==> src/hdl/psm_pkg.sv <==
// Package of constants and carrier types for the protection and standby monitor.
package psm_pkg;

  localparam logic [1:0] TH_NORMAL   = 2'h0;
  localparam logic [1:0] TH_WARNING  = 2'h1;
  localparam logic [1:0] TH_BRIDGEOFF = 2'h2;
  localparam logic [1:0] TH_DEVICEOFF = 2'h3;

  localparam int unsigned CLOCK_HZ      = 20_000_000;
  localparam int unsigned STBY_MIN_NS   = 1_000;
  localparam int unsigned STBY_MIN_CYC  =
    ((STBY_MIN_NS * (CLOCK_HZ / 1_000_000)) + 999) / 1_000;

  // Alarm mask bit positions.
  localparam int unsigned MASK_UV    = 0;
  localparam int unsigned MASK_ADCUV = 1;
  localparam int unsigned MASK_TWRN  = 2;
  localparam int unsigned MASK_TSD   = 3;
  localparam int unsigned MASK_W     = 4;

  localparam logic [MASK_W-1:0] MASK_RESET = 4'hF;

  typedef struct packed {
    logic lowSideUnder;
    logic highSideUnder;
    logic adcUnder;
    logic warnHot;
    logic bridgeHot;
    logic deviceHot;
  } psm_cmp_t;

  typedef struct packed {
    logic bridgesOff;
    logic gateDriversEn;
    logic millerClampEn;
    logic gateRegEn;
    logic chargePumpEn;
    logic logicRegLimit;
  } psm_power_t;

endpackage

==> src/hdl/psm_protection_standby_monitor.sv <==
// Protection and standby logic: undervoltage flags, thermal state, standby.
//
// Contract
// - Any gate-supply undervoltage turns all MOSFETs off and drops the flag.
// - Flag and MOSFETs stay off during undervoltage; status read releases the flag after, bridge release command the MOSFETs.
// - Threshold select bit chooses low (0) or high (1) comparator set.
// - ADC-input undervoltage drops its flag until recovery plus status read.
// - ADC-input undervoltage never turns off the bridge MOSFETs.
// - Normal thermal operation reports state 00.
// - Warning reports 01, no restriction, until warning release.
// - Bridge shutdown reports 10, MOSFETs off, drivers off, clamps on.
// - Device shutdown reports 11, clamps on, regulators and pump off, logic limited.
// - Control logic stays active in device shutdown until its release.
// - Standby low: MOSFETs high impedance, pump stopped, interface off, logic limited.
// - Standby returns all registers to defaults and disables protections.
// - Leaving standby keeps MOSFETs off with the high-impedance flag set.
// - Register default command restores defaults without entering standby.
// - Fault pin pulls low for unmasked undervoltage and thermal alarms.
`timescale 1ns/10ps
module psm_protection_standby_monitor #(
  parameter int unsigned STBY_MIN_CYC = psm_pkg::STBY_MIN_CYC
) (
  input  wire logic              clock,
  input  wire logic              arst_n,
  input  wire logic              standbyReset_n,
  input  wire psm_pkg::psm_cmp_t cmpLow,
  input  wire psm_pkg::psm_cmp_t cmpHigh,
  input  wire logic              statusReadClearCommand,
  input  wire logic              registerDefaultCommand,
  input  wire logic              bridgeReleaseCommand,
  input  wire logic [psm_pkg::MASK_W-1:0] alarmMaskIn,
  input  wire logic              alarmMaskWrite,
  input  wire logic              thresholdSelectIn,
  input  wire logic              thresholdSelectWrite,
  output logic                   supplyUndervoltageFlag_n,
  output logic                   adcInputUndervoltageFlag_n,
  output logic [1:0]             thermalStateField,
  output logic                   bridgesHighImpedanceFlag,
  output logic                   undervoltageThresholdSelect,
  output psm_pkg::psm_power_t    powerCtrl,
  output logic                   interfaceEnable,
  output logic                   standbyActive,
  output logic                   faultOut,
  output logic                   faultOe
);

  initial begin
    if (STBY_MIN_CYC < 1 || STBY_MIN_CYC > 65535) begin
      $error("STBY_MIN_CYC out of range");
    end
  end

  // Two-stage synchronisers; the first stage feeds only the second.
  psm_pkg::psm_cmp_t lowS1_r, lowS2_r, highS1_r, highS2_r;
  logic              stbyS1_r, stbyS2_r;

  always_ff @(posedge clock or negedge arst_n) begin
    if (!arst_n) begin
      lowS1_r  <= '0;
      lowS2_r  <= '0;
      highS1_r <= '0;
      highS2_r <= '0;
      stbyS1_r <= 1'b0;
      stbyS2_r <= 1'b0;
    end else begin
      lowS1_r  <= cmpLow;
      lowS2_r  <= lowS1_r;
      highS1_r <= cmpHigh;
      highS2_r <= highS1_r;
      stbyS1_r <= standbyReset_n;
      stbyS2_r <= stbyS1_r;
    end
  end

  logic     standby;
  assign standby = ~stbyS2_r;

  logic              selR;
  psm_pkg::psm_cmp_t cmp;
  always_comb begin
    cmp = selR ? highS2_r : lowS2_r;
  end

  logic       supplyUnder;
  assign supplyUnder = cmp.lowSideUnder | cmp.highSideUnder;

  logic [psm_pkg::MASK_W-1:0] maskR, maskNxt;
  logic       selNxt;
  logic       uvFlagR, uvFlagNxt, adcFlagR, adcFlagNxt;
  logic       hizR, hizNxt;
  logic [1:0] thR, thNxt;
  logic [15:0] stbyCntR, stbyCntNxt;
  logic       defaults;

  // Standby and the default command share one path back to reset values.
  assign defaults = standby | registerDefaultCommand;

  always_comb begin
    maskNxt    = maskR;
    selNxt     = selR;
    uvFlagNxt  = uvFlagR;
    adcFlagNxt = adcFlagR;
    hizNxt     = hizR;
    thNxt      = thR;
    stbyCntNxt = stbyCntR;
    if (standby && stbyCntR != 16'hFFFF) begin
      stbyCntNxt = stbyCntR + 16'h0001;
    end else if (!standby) begin
      stbyCntNxt = 16'h0000;
    end
    if (alarmMaskWrite) begin
      maskNxt = alarmMaskIn;
    end
    if (thresholdSelectWrite) begin
      selNxt = thresholdSelectIn;
    end
    // Clear only once the condition is gone, so a live event always wins.
    if (statusReadClearCommand && !supplyUnder) begin
      uvFlagNxt = 1'b1;
    end
    if (statusReadClearCommand && !cmp.adcUnder) begin
      adcFlagNxt = 1'b1;
    end
    if (supplyUnder) begin
      uvFlagNxt = 1'b0;
    end
    if (cmp.adcUnder) begin
      adcFlagNxt = 1'b0;
    end
    if (bridgeReleaseCommand && !supplyUnder
        && thR < psm_pkg::TH_BRIDGEOFF) begin
      hizNxt = 1'b0;
    end
    if (supplyUnder || thR >= psm_pkg::TH_BRIDGEOFF) begin
      hizNxt = 1'b1;
    end
    // Thermal state tracks the highest active comparator.
    if (cmp.deviceHot) begin
      thNxt = psm_pkg::TH_DEVICEOFF;
    end else if (cmp.bridgeHot) begin
      thNxt = psm_pkg::TH_BRIDGEOFF;
    end else if (cmp.warnHot) begin
      thNxt = psm_pkg::TH_WARNING;
    end else begin
      thNxt = psm_pkg::TH_NORMAL;
    end
    if (defaults) begin
      maskNxt    = psm_pkg::MASK_RESET;
      selNxt     = 1'b0;
      uvFlagNxt  = 1'b1;
      adcFlagNxt = 1'b1;
      hizNxt     = 1'b1;
      thNxt      = psm_pkg::TH_NORMAL;
    end
  end

  always_ff @(posedge clock or negedge arst_n) begin
    if (!arst_n) begin
      maskR    <= psm_pkg::MASK_RESET;
      selR     <= 1'b0;
      uvFlagR  <= 1'b1;
      adcFlagR <= 1'b1;
      hizR     <= 1'b1;
      thR      <= psm_pkg::TH_NORMAL;
      stbyCntR <= 16'h0000;
    end else begin
      maskR    <= maskNxt;
      selR     <= selNxt;
      uvFlagR  <= uvFlagNxt;
      adcFlagR <= adcFlagNxt;
      hizR     <= hizNxt;
      thR      <= thNxt;
      stbyCntR <= stbyCntNxt;
    end
  end

  // Output stage, all registered.
  psm_pkg::psm_power_t powerNxt;
  logic                faultNxt;
  always_comb begin
    powerNxt.bridgesOff    = hizNxt;
    powerNxt.gateDriversEn = thNxt < psm_pkg::TH_BRIDGEOFF;
    powerNxt.millerClampEn = 1'b1;
    powerNxt.gateRegEn     = thNxt != psm_pkg::TH_DEVICEOFF;
    powerNxt.chargePumpEn  = thNxt != psm_pkg::TH_DEVICEOFF;
    powerNxt.logicRegLimit = thNxt == psm_pkg::TH_DEVICEOFF;
    faultNxt = (maskNxt[psm_pkg::MASK_UV] & ~uvFlagNxt)
             | (maskNxt[psm_pkg::MASK_ADCUV] & ~adcFlagNxt)
             | (maskNxt[psm_pkg::MASK_TWRN] & (thNxt == psm_pkg::TH_WARNING))
             | (maskNxt[psm_pkg::MASK_TSD] & thNxt[1]);
    if (standby) begin
      powerNxt.bridgesOff    = 1'b1;
      powerNxt.gateDriversEn = 1'b0;
      powerNxt.millerClampEn = 1'b0;
      powerNxt.gateRegEn     = 1'b1;
      powerNxt.chargePumpEn  = 1'b0;
      powerNxt.logicRegLimit = 1'b1;
      faultNxt               = 1'b0;
    end
  end

  always_ff @(posedge clock or negedge arst_n) begin
    if (!arst_n) begin
      supplyUndervoltageFlag_n    <= 1'b1;
      adcInputUndervoltageFlag_n  <= 1'b1;
      thermalStateField           <= psm_pkg::TH_NORMAL;
      bridgesHighImpedanceFlag    <= 1'b1;
      undervoltageThresholdSelect <= 1'b0;
      powerCtrl                   <= '{bridgesOff: 1'b1, gateDriversEn: 1'b0,
                                       millerClampEn: 1'b0, gateRegEn: 1'b1,
                                       chargePumpEn: 1'b0, logicRegLimit: 1'b1};
      interfaceEnable             <= 1'b0;
      standbyActive               <= 1'b1;
      faultOut                    <= 1'b0;
      faultOe                     <= 1'b0;
    end else begin
      supplyUndervoltageFlag_n    <= uvFlagNxt;
      adcInputUndervoltageFlag_n  <= adcFlagNxt;
      thermalStateField           <= thNxt;
      bridgesHighImpedanceFlag    <= hizNxt;
      undervoltageThresholdSelect <= selNxt;
      powerCtrl                   <= powerNxt;
      interfaceEnable             <= ~standby;
      standbyActive               <= standby &&
                                     stbyCntR >= 16'(STBY_MIN_CYC - 1);
      faultOut                    <= 1'b0;
      faultOe                     <= faultNxt;
    end
  end

  // Checks.
  uv_lockout_a: assert property (@(posedge clock) disable iff (!arst_n)
    supplyUnder && !defaults
    |=> !supplyUndervoltageFlag_n && powerCtrl.bridgesOff)
    else $error("undervoltage did not lock out");
  uv_hold_a: assert property (@(posedge clock) disable iff (!arst_n)
    !supplyUndervoltageFlag_n && !defaults && $past(supplyUnder) && supplyUnder
    |=> !supplyUndervoltageFlag_n)
    else $error("undervoltage flag released early");
  adc_flag_a: assert property (@(posedge clock) disable iff (!arst_n)
    cmp.adcUnder && !defaults |=> !adcInputUndervoltageFlag_n)
    else $error("adc flag not dropped");
  adc_nooff_a: assert property (@(posedge clock) disable iff (!arst_n)
    cmp.adcUnder && !supplyUnder && !defaults && !hizR
    && thR < psm_pkg::TH_BRIDGEOFF
    && !cmp.bridgeHot && !cmp.deviceHot |=> !powerCtrl.bridgesOff)
    else $error("adc undervoltage turned bridges off");
  therm_dev_a: assert property (@(posedge clock) disable iff (!arst_n)
    cmp.deviceHot && !defaults
    |=> thermalStateField == psm_pkg::TH_DEVICEOFF
    && !powerCtrl.chargePumpEn && !powerCtrl.gateRegEn)
    else $error("device shutdown not applied");
  therm_br_a: assert property (@(posedge clock) disable iff (!arst_n)
    cmp.bridgeHot && !cmp.deviceHot && !defaults
    |=> thermalStateField == psm_pkg::TH_BRIDGEOFF
    && powerCtrl.millerClampEn && !powerCtrl.gateDriversEn)
    else $error("bridge shutdown not applied");
  stby_off_a: assert property (@(posedge clock) disable iff (!arst_n)
    standby |=> !interfaceEnable && powerCtrl.bridgesOff && !faultOe)
    else $error("standby not applied");
  stby_exit_a: assert property (@(posedge clock) disable iff (!arst_n)
    $fell(standby) |-> bridgesHighImpedanceFlag)
    else $error("bridges not high impedance after standby");
  fault_mask_a: assert property (@(posedge clock) disable iff (!arst_n)
    !standby && !maskNxt[psm_pkg::MASK_UV] && !maskNxt[psm_pkg::MASK_ADCUV]
    && !maskNxt[psm_pkg::MASK_TWRN] && !maskNxt[psm_pkg::MASK_TSD]
    |=> !faultOe)
    else $error("masked alarm drove fault pin");
  c_uv: cover property (@(posedge clock) disable iff (!arst_n)
    !supplyUndervoltageFlag_n ##1 supplyUndervoltageFlag_n);
  c_dev: cover property (@(posedge clock) disable iff (!arst_n)
    thermalStateField == psm_pkg::TH_DEVICEOFF);
  c_stby: cover property (@(posedge clock) disable iff (!arst_n)
    standby ##1 !standby);

endmodule

==> config.mk <==
export PLATFORM = sky130hd
export DESIGN_NAME = psm_protection_standby_monitor
export DESIGN_NICKNAME = d
export VERILOG_FILES = /design/src/hdl/psm_pkg.sv /design/src/hdl/psm_protection_standby_monitor.sv
export SDC_FILE = /design/constraint.sdc
export NUM_CORES = 1
export LEC_CHECK = 0
export BUFFER_PORTS_ARGS = -buffer_cell sky130_fd_sc_hd__buf_2
export CAP_MARGIN = 20
export CORE_ASPECT_RATIO = 0.6
export CORE_UTILIZATION = 58
export CTS_CLUSTER_DIAMETER = 80
export DETAILED_ROUTE_END_ITERATION = 8
export PLACE_DENSITY = 0.88
export SLEW_MARGIN = 20
export SYNTH_ARGS = -nofsm -noshare
export SYNTH_HDL_FRONTEND = slang
export SYNTH_SLANG_ARGS = --single-unit
==> constraint.sdc <==
create_clock -name clock -period 4.8 [get_ports clock]
set_clock_uncertainty 0.1 [all_clocks]
set_input_delay 0.96 -clock clock [delete_from_list [all_inputs] [get_ports clock]]
set_output_delay 0.96 -clock clock [all_outputs]
set_load 0.01 [all_outputs]
==> results.json <==
{
  "crit_type": "register to output port",
  "multiInputGateArea_um2": 771,
  "cts_tree": "built",
  "portBuffers": 39,
  "antenna_left": 0,
  "hold_violations": 0,
  "final-setup-viol-count": 0,
  "die_area_mm2": 0.00426,
  "yosysSeqAreaShare": 0.654,
  "fin_cells": 278,
  "die_w_um": 83.6,
  "clk_latency_ns": 0.33,
  "drcViolationCount": 0,
  "cap_violations": 0,
  "synth_top_area_frac": 0.529,
  "grt_overflow": 0,
  "synth_cell_types": 44,
  "hp-class": "register to register",
  "synth_top_family_by_area": "simple AND/OR/NAND/NOR gates",
  "final_area_mm2": 0.00274,
  "yosys-top-cells-area": "dfrtp_1, dfstp_2, mux2i_1",
  "r2r_start": "stbyS2_r$_DFF_PN0_",
  "grt_pass1_wl_mm": 7.38,
  "fin_tns_setup_ns": 0,
  "cts_sinks": 60,
  "synth_edf_count": 0,
  "startpoint": "undervoltageThresholdSelect$_DFFE_PN0P_",
  "setup_ws_ns": 2.71,
  "status": "complete, no violations",
  "yosysTopAreaCell": "dfrtp_1",
  "r2r_cells": 4,
  "max_stage_delay_ns": 0.51,
  "synth.most_common_cell": "dfrtp_1",
  "grt_pass1_vias": 1465,
  "post-place-ws_ns": 2.63,
  "cts-buffers-inserted": 9,
  "routed-via-count": 1608,
  "syn_inst": 181,
  "worst-path-buf-inv": 1,
  "fillers": 257,
  "std_cell_rows": 17,
  "die_y_um": 51.0,
  "syn_avg_cell_area_um2": 12.8,
  "cp_top_family": "flip-flops",
  "hp-start": "highS1_r[1]$_DFF_PN0_",
  "gr-usage-all-layers": 0.239,
  "startpoint_type": "register",
  "synth-simple-area-share": 0.183,
  "drv_slew": 0,
  "synth_mux_area_frac": 0.0400,
  "clock-root-buffer": "clkbuf_8",
  "total_power_mw": 1.03,
  "synth-main-ff-cell": "dfrtp_1",
  "post_cts_resized": 0,
  "crit_chain": "buf_2",
  "cts_max_level": 3,
  "cts_buffer_depth": 2,
  "syn_to_final_growth_pct": 18.4,
  "worstPathRequired_ns": 3.74,
  "async_flop_share": 1.00,
  "r2r_slack_ns": 2.71,
  "synth_compound_area_frac": 0.0956,
  "place_area_mm2": 0.00255,
  "rsz0062_at_grt": "false",
  "core_mm2": 0.00374,
  "synthAdderAreaFrac": 0.00540,
  "synth_seq_cells": 60,
  "worst_r2r_endpoint": "powerCtrl[1]$_DFF_PN0_",
  "period_share": 0.435,
  "worstPathArrival_ns": 1.03,
  "max_freq_ghz": 0.478,
  "crit_fanout": 7,
  "mappedNetlistArea_mm2": 0.00232,
  "end_kind": "output port",
  "routed_wl_mm": 4.33,
  "layout-drive-gt1-share": 0.333,
  "fin_nets": 253,
  "max-slew-margin-rel": 0.479,
  "pin_count": 41,
  "gp_congestion": 0.821,
  "via_per_inst": 5.78,
  "first_pass_iters": 5,
  "crit_slowest_cell": "dfrtp_1",
  "power_density_mw_per_mm2": 374,
  "clk_pin_slew_ns": 0.06,
  "yosysWarnings": 0,
  "wl_per_cell_um": 15.6,
  "synth_common_cells": "dfrtp_1, nand2_1, nor2_1, dfstp_2",
  "synth_xor_area_frac": 0.00756,
  "grt_max_degree": 43,
  "antenna_found_initial": 0,
  "path_depth": 1,
  "diodes": 0,
  "dp_cells": 263,
  "initialDrtViolationCount": 168,
  "endpoint": "undervoltageThresholdSelect",
  "holdBufCountCts": 0,
  "ir_drop_mv": 0.246,
  "fin_crit_ns": 2.09,
  "p_leak_nw": 1.21,
  "synth.net_count": 207,
  "postCtsSetupRepairBufs": 0,
  "tightest_slew_ns": 0.781,
  "initial_utilization": 0.619,
  "regArea_mm2": 0.00152,
  "hpwl_mm": 3.08
}
layout make-up:
type / instances / share of cell area
flip-flops and latches: 60 / 0.552
multi-input cells: 115 / 0.281
repair buffers: 40 / 0.0739
clock buffers: 11 / 0.0516
well taps: 47 / 0.0214
clock inverters: 4 / 0.0182
inverters: 1 / 0.00137
cell usage in the layout (no fill, tap or decap), drive strengths merged, types with 2 or more instances in the layout:
master	n
dfrtp	49
buf	40
nand2	13
nor2	13
dfstp	11
clkbuf	11
mux2i	7
nor3	7
o21ai	7
a21oi	7
nor2b	6
o31ai	5
nand3	5
nor4	5
or3	4
nand4	4
or2	3
or4	3
nand2b	2
mux2	2
o22ai	2
and4	2
xor2	2
clkinvlp	2
o2111ai	2
sequential cells by signal, summed over array words and instances, names as in the netlist, 2 cells and up:
register	flops
highS1_r	6
highS2_r	6
lowS1_r	6
lowS2_r	6
maskR	4
powerCtrl	5
stbyCntR	16
thermalStateField	2
kinds of logic (layout without fill, tap and decap cells):
logic type,count (synthesis),in the layout
buffers and inverters,6,56
xor gates and xnor gates,2,2
adders and majority gates,1,1
other,1,1
AOI/OAI and AO/OA,31,31
DFF,60,60
muxes,9,9
and+or+nand+nor,71,71
metrics by stage:
step	hold WS (ns)	utilization
6_report	0.248	0.733
5_1_grt	0.256	0.733
4_1_cts	0.250	0.733
3_5_place_dp	0.236	0.681
3_3_place_gp	0.232	0.681
2_1_floorplan	0.231	-
where the power goes:
part	total, mW	internal [mW]	switching [mW]	leakage (nW)
clock	0.435	0.250	0.185	0.0914
sequential	0.540	0.528	0.0120	0.728
combinational	0.0514	0.0217	0.0297	0.394
total	1.03	0.800	0.227	1.21
metal layers:
layer	wire length, µm	track usage
met5	0	0
met4	51	0.0763
met3	362	0.0856
met2	1800	0.313
met1	2110	0.368
how the worst min path moves through the flow:
stage	to	cells after the start	slack, ns
2_1_floorplan	highS2_r[0]$_DFF_PN0_	0	0.23
3_3_place_gp	stbyS2_r$_DFF_PN0_	0	0.23
3_5_place_dp	highS2_r[1]$_DFF_PN0_	0	0.24
4_1_cts	highS2_r[1]$_DFF_PN0_	0	0.25
5_1_grt	lowS2_r[3]$_DFF_PN0_	0	0.26
6_report	highS2_r[1]$_DFF_PN0_	0	0.25
(Power assumes the default switching activity.)
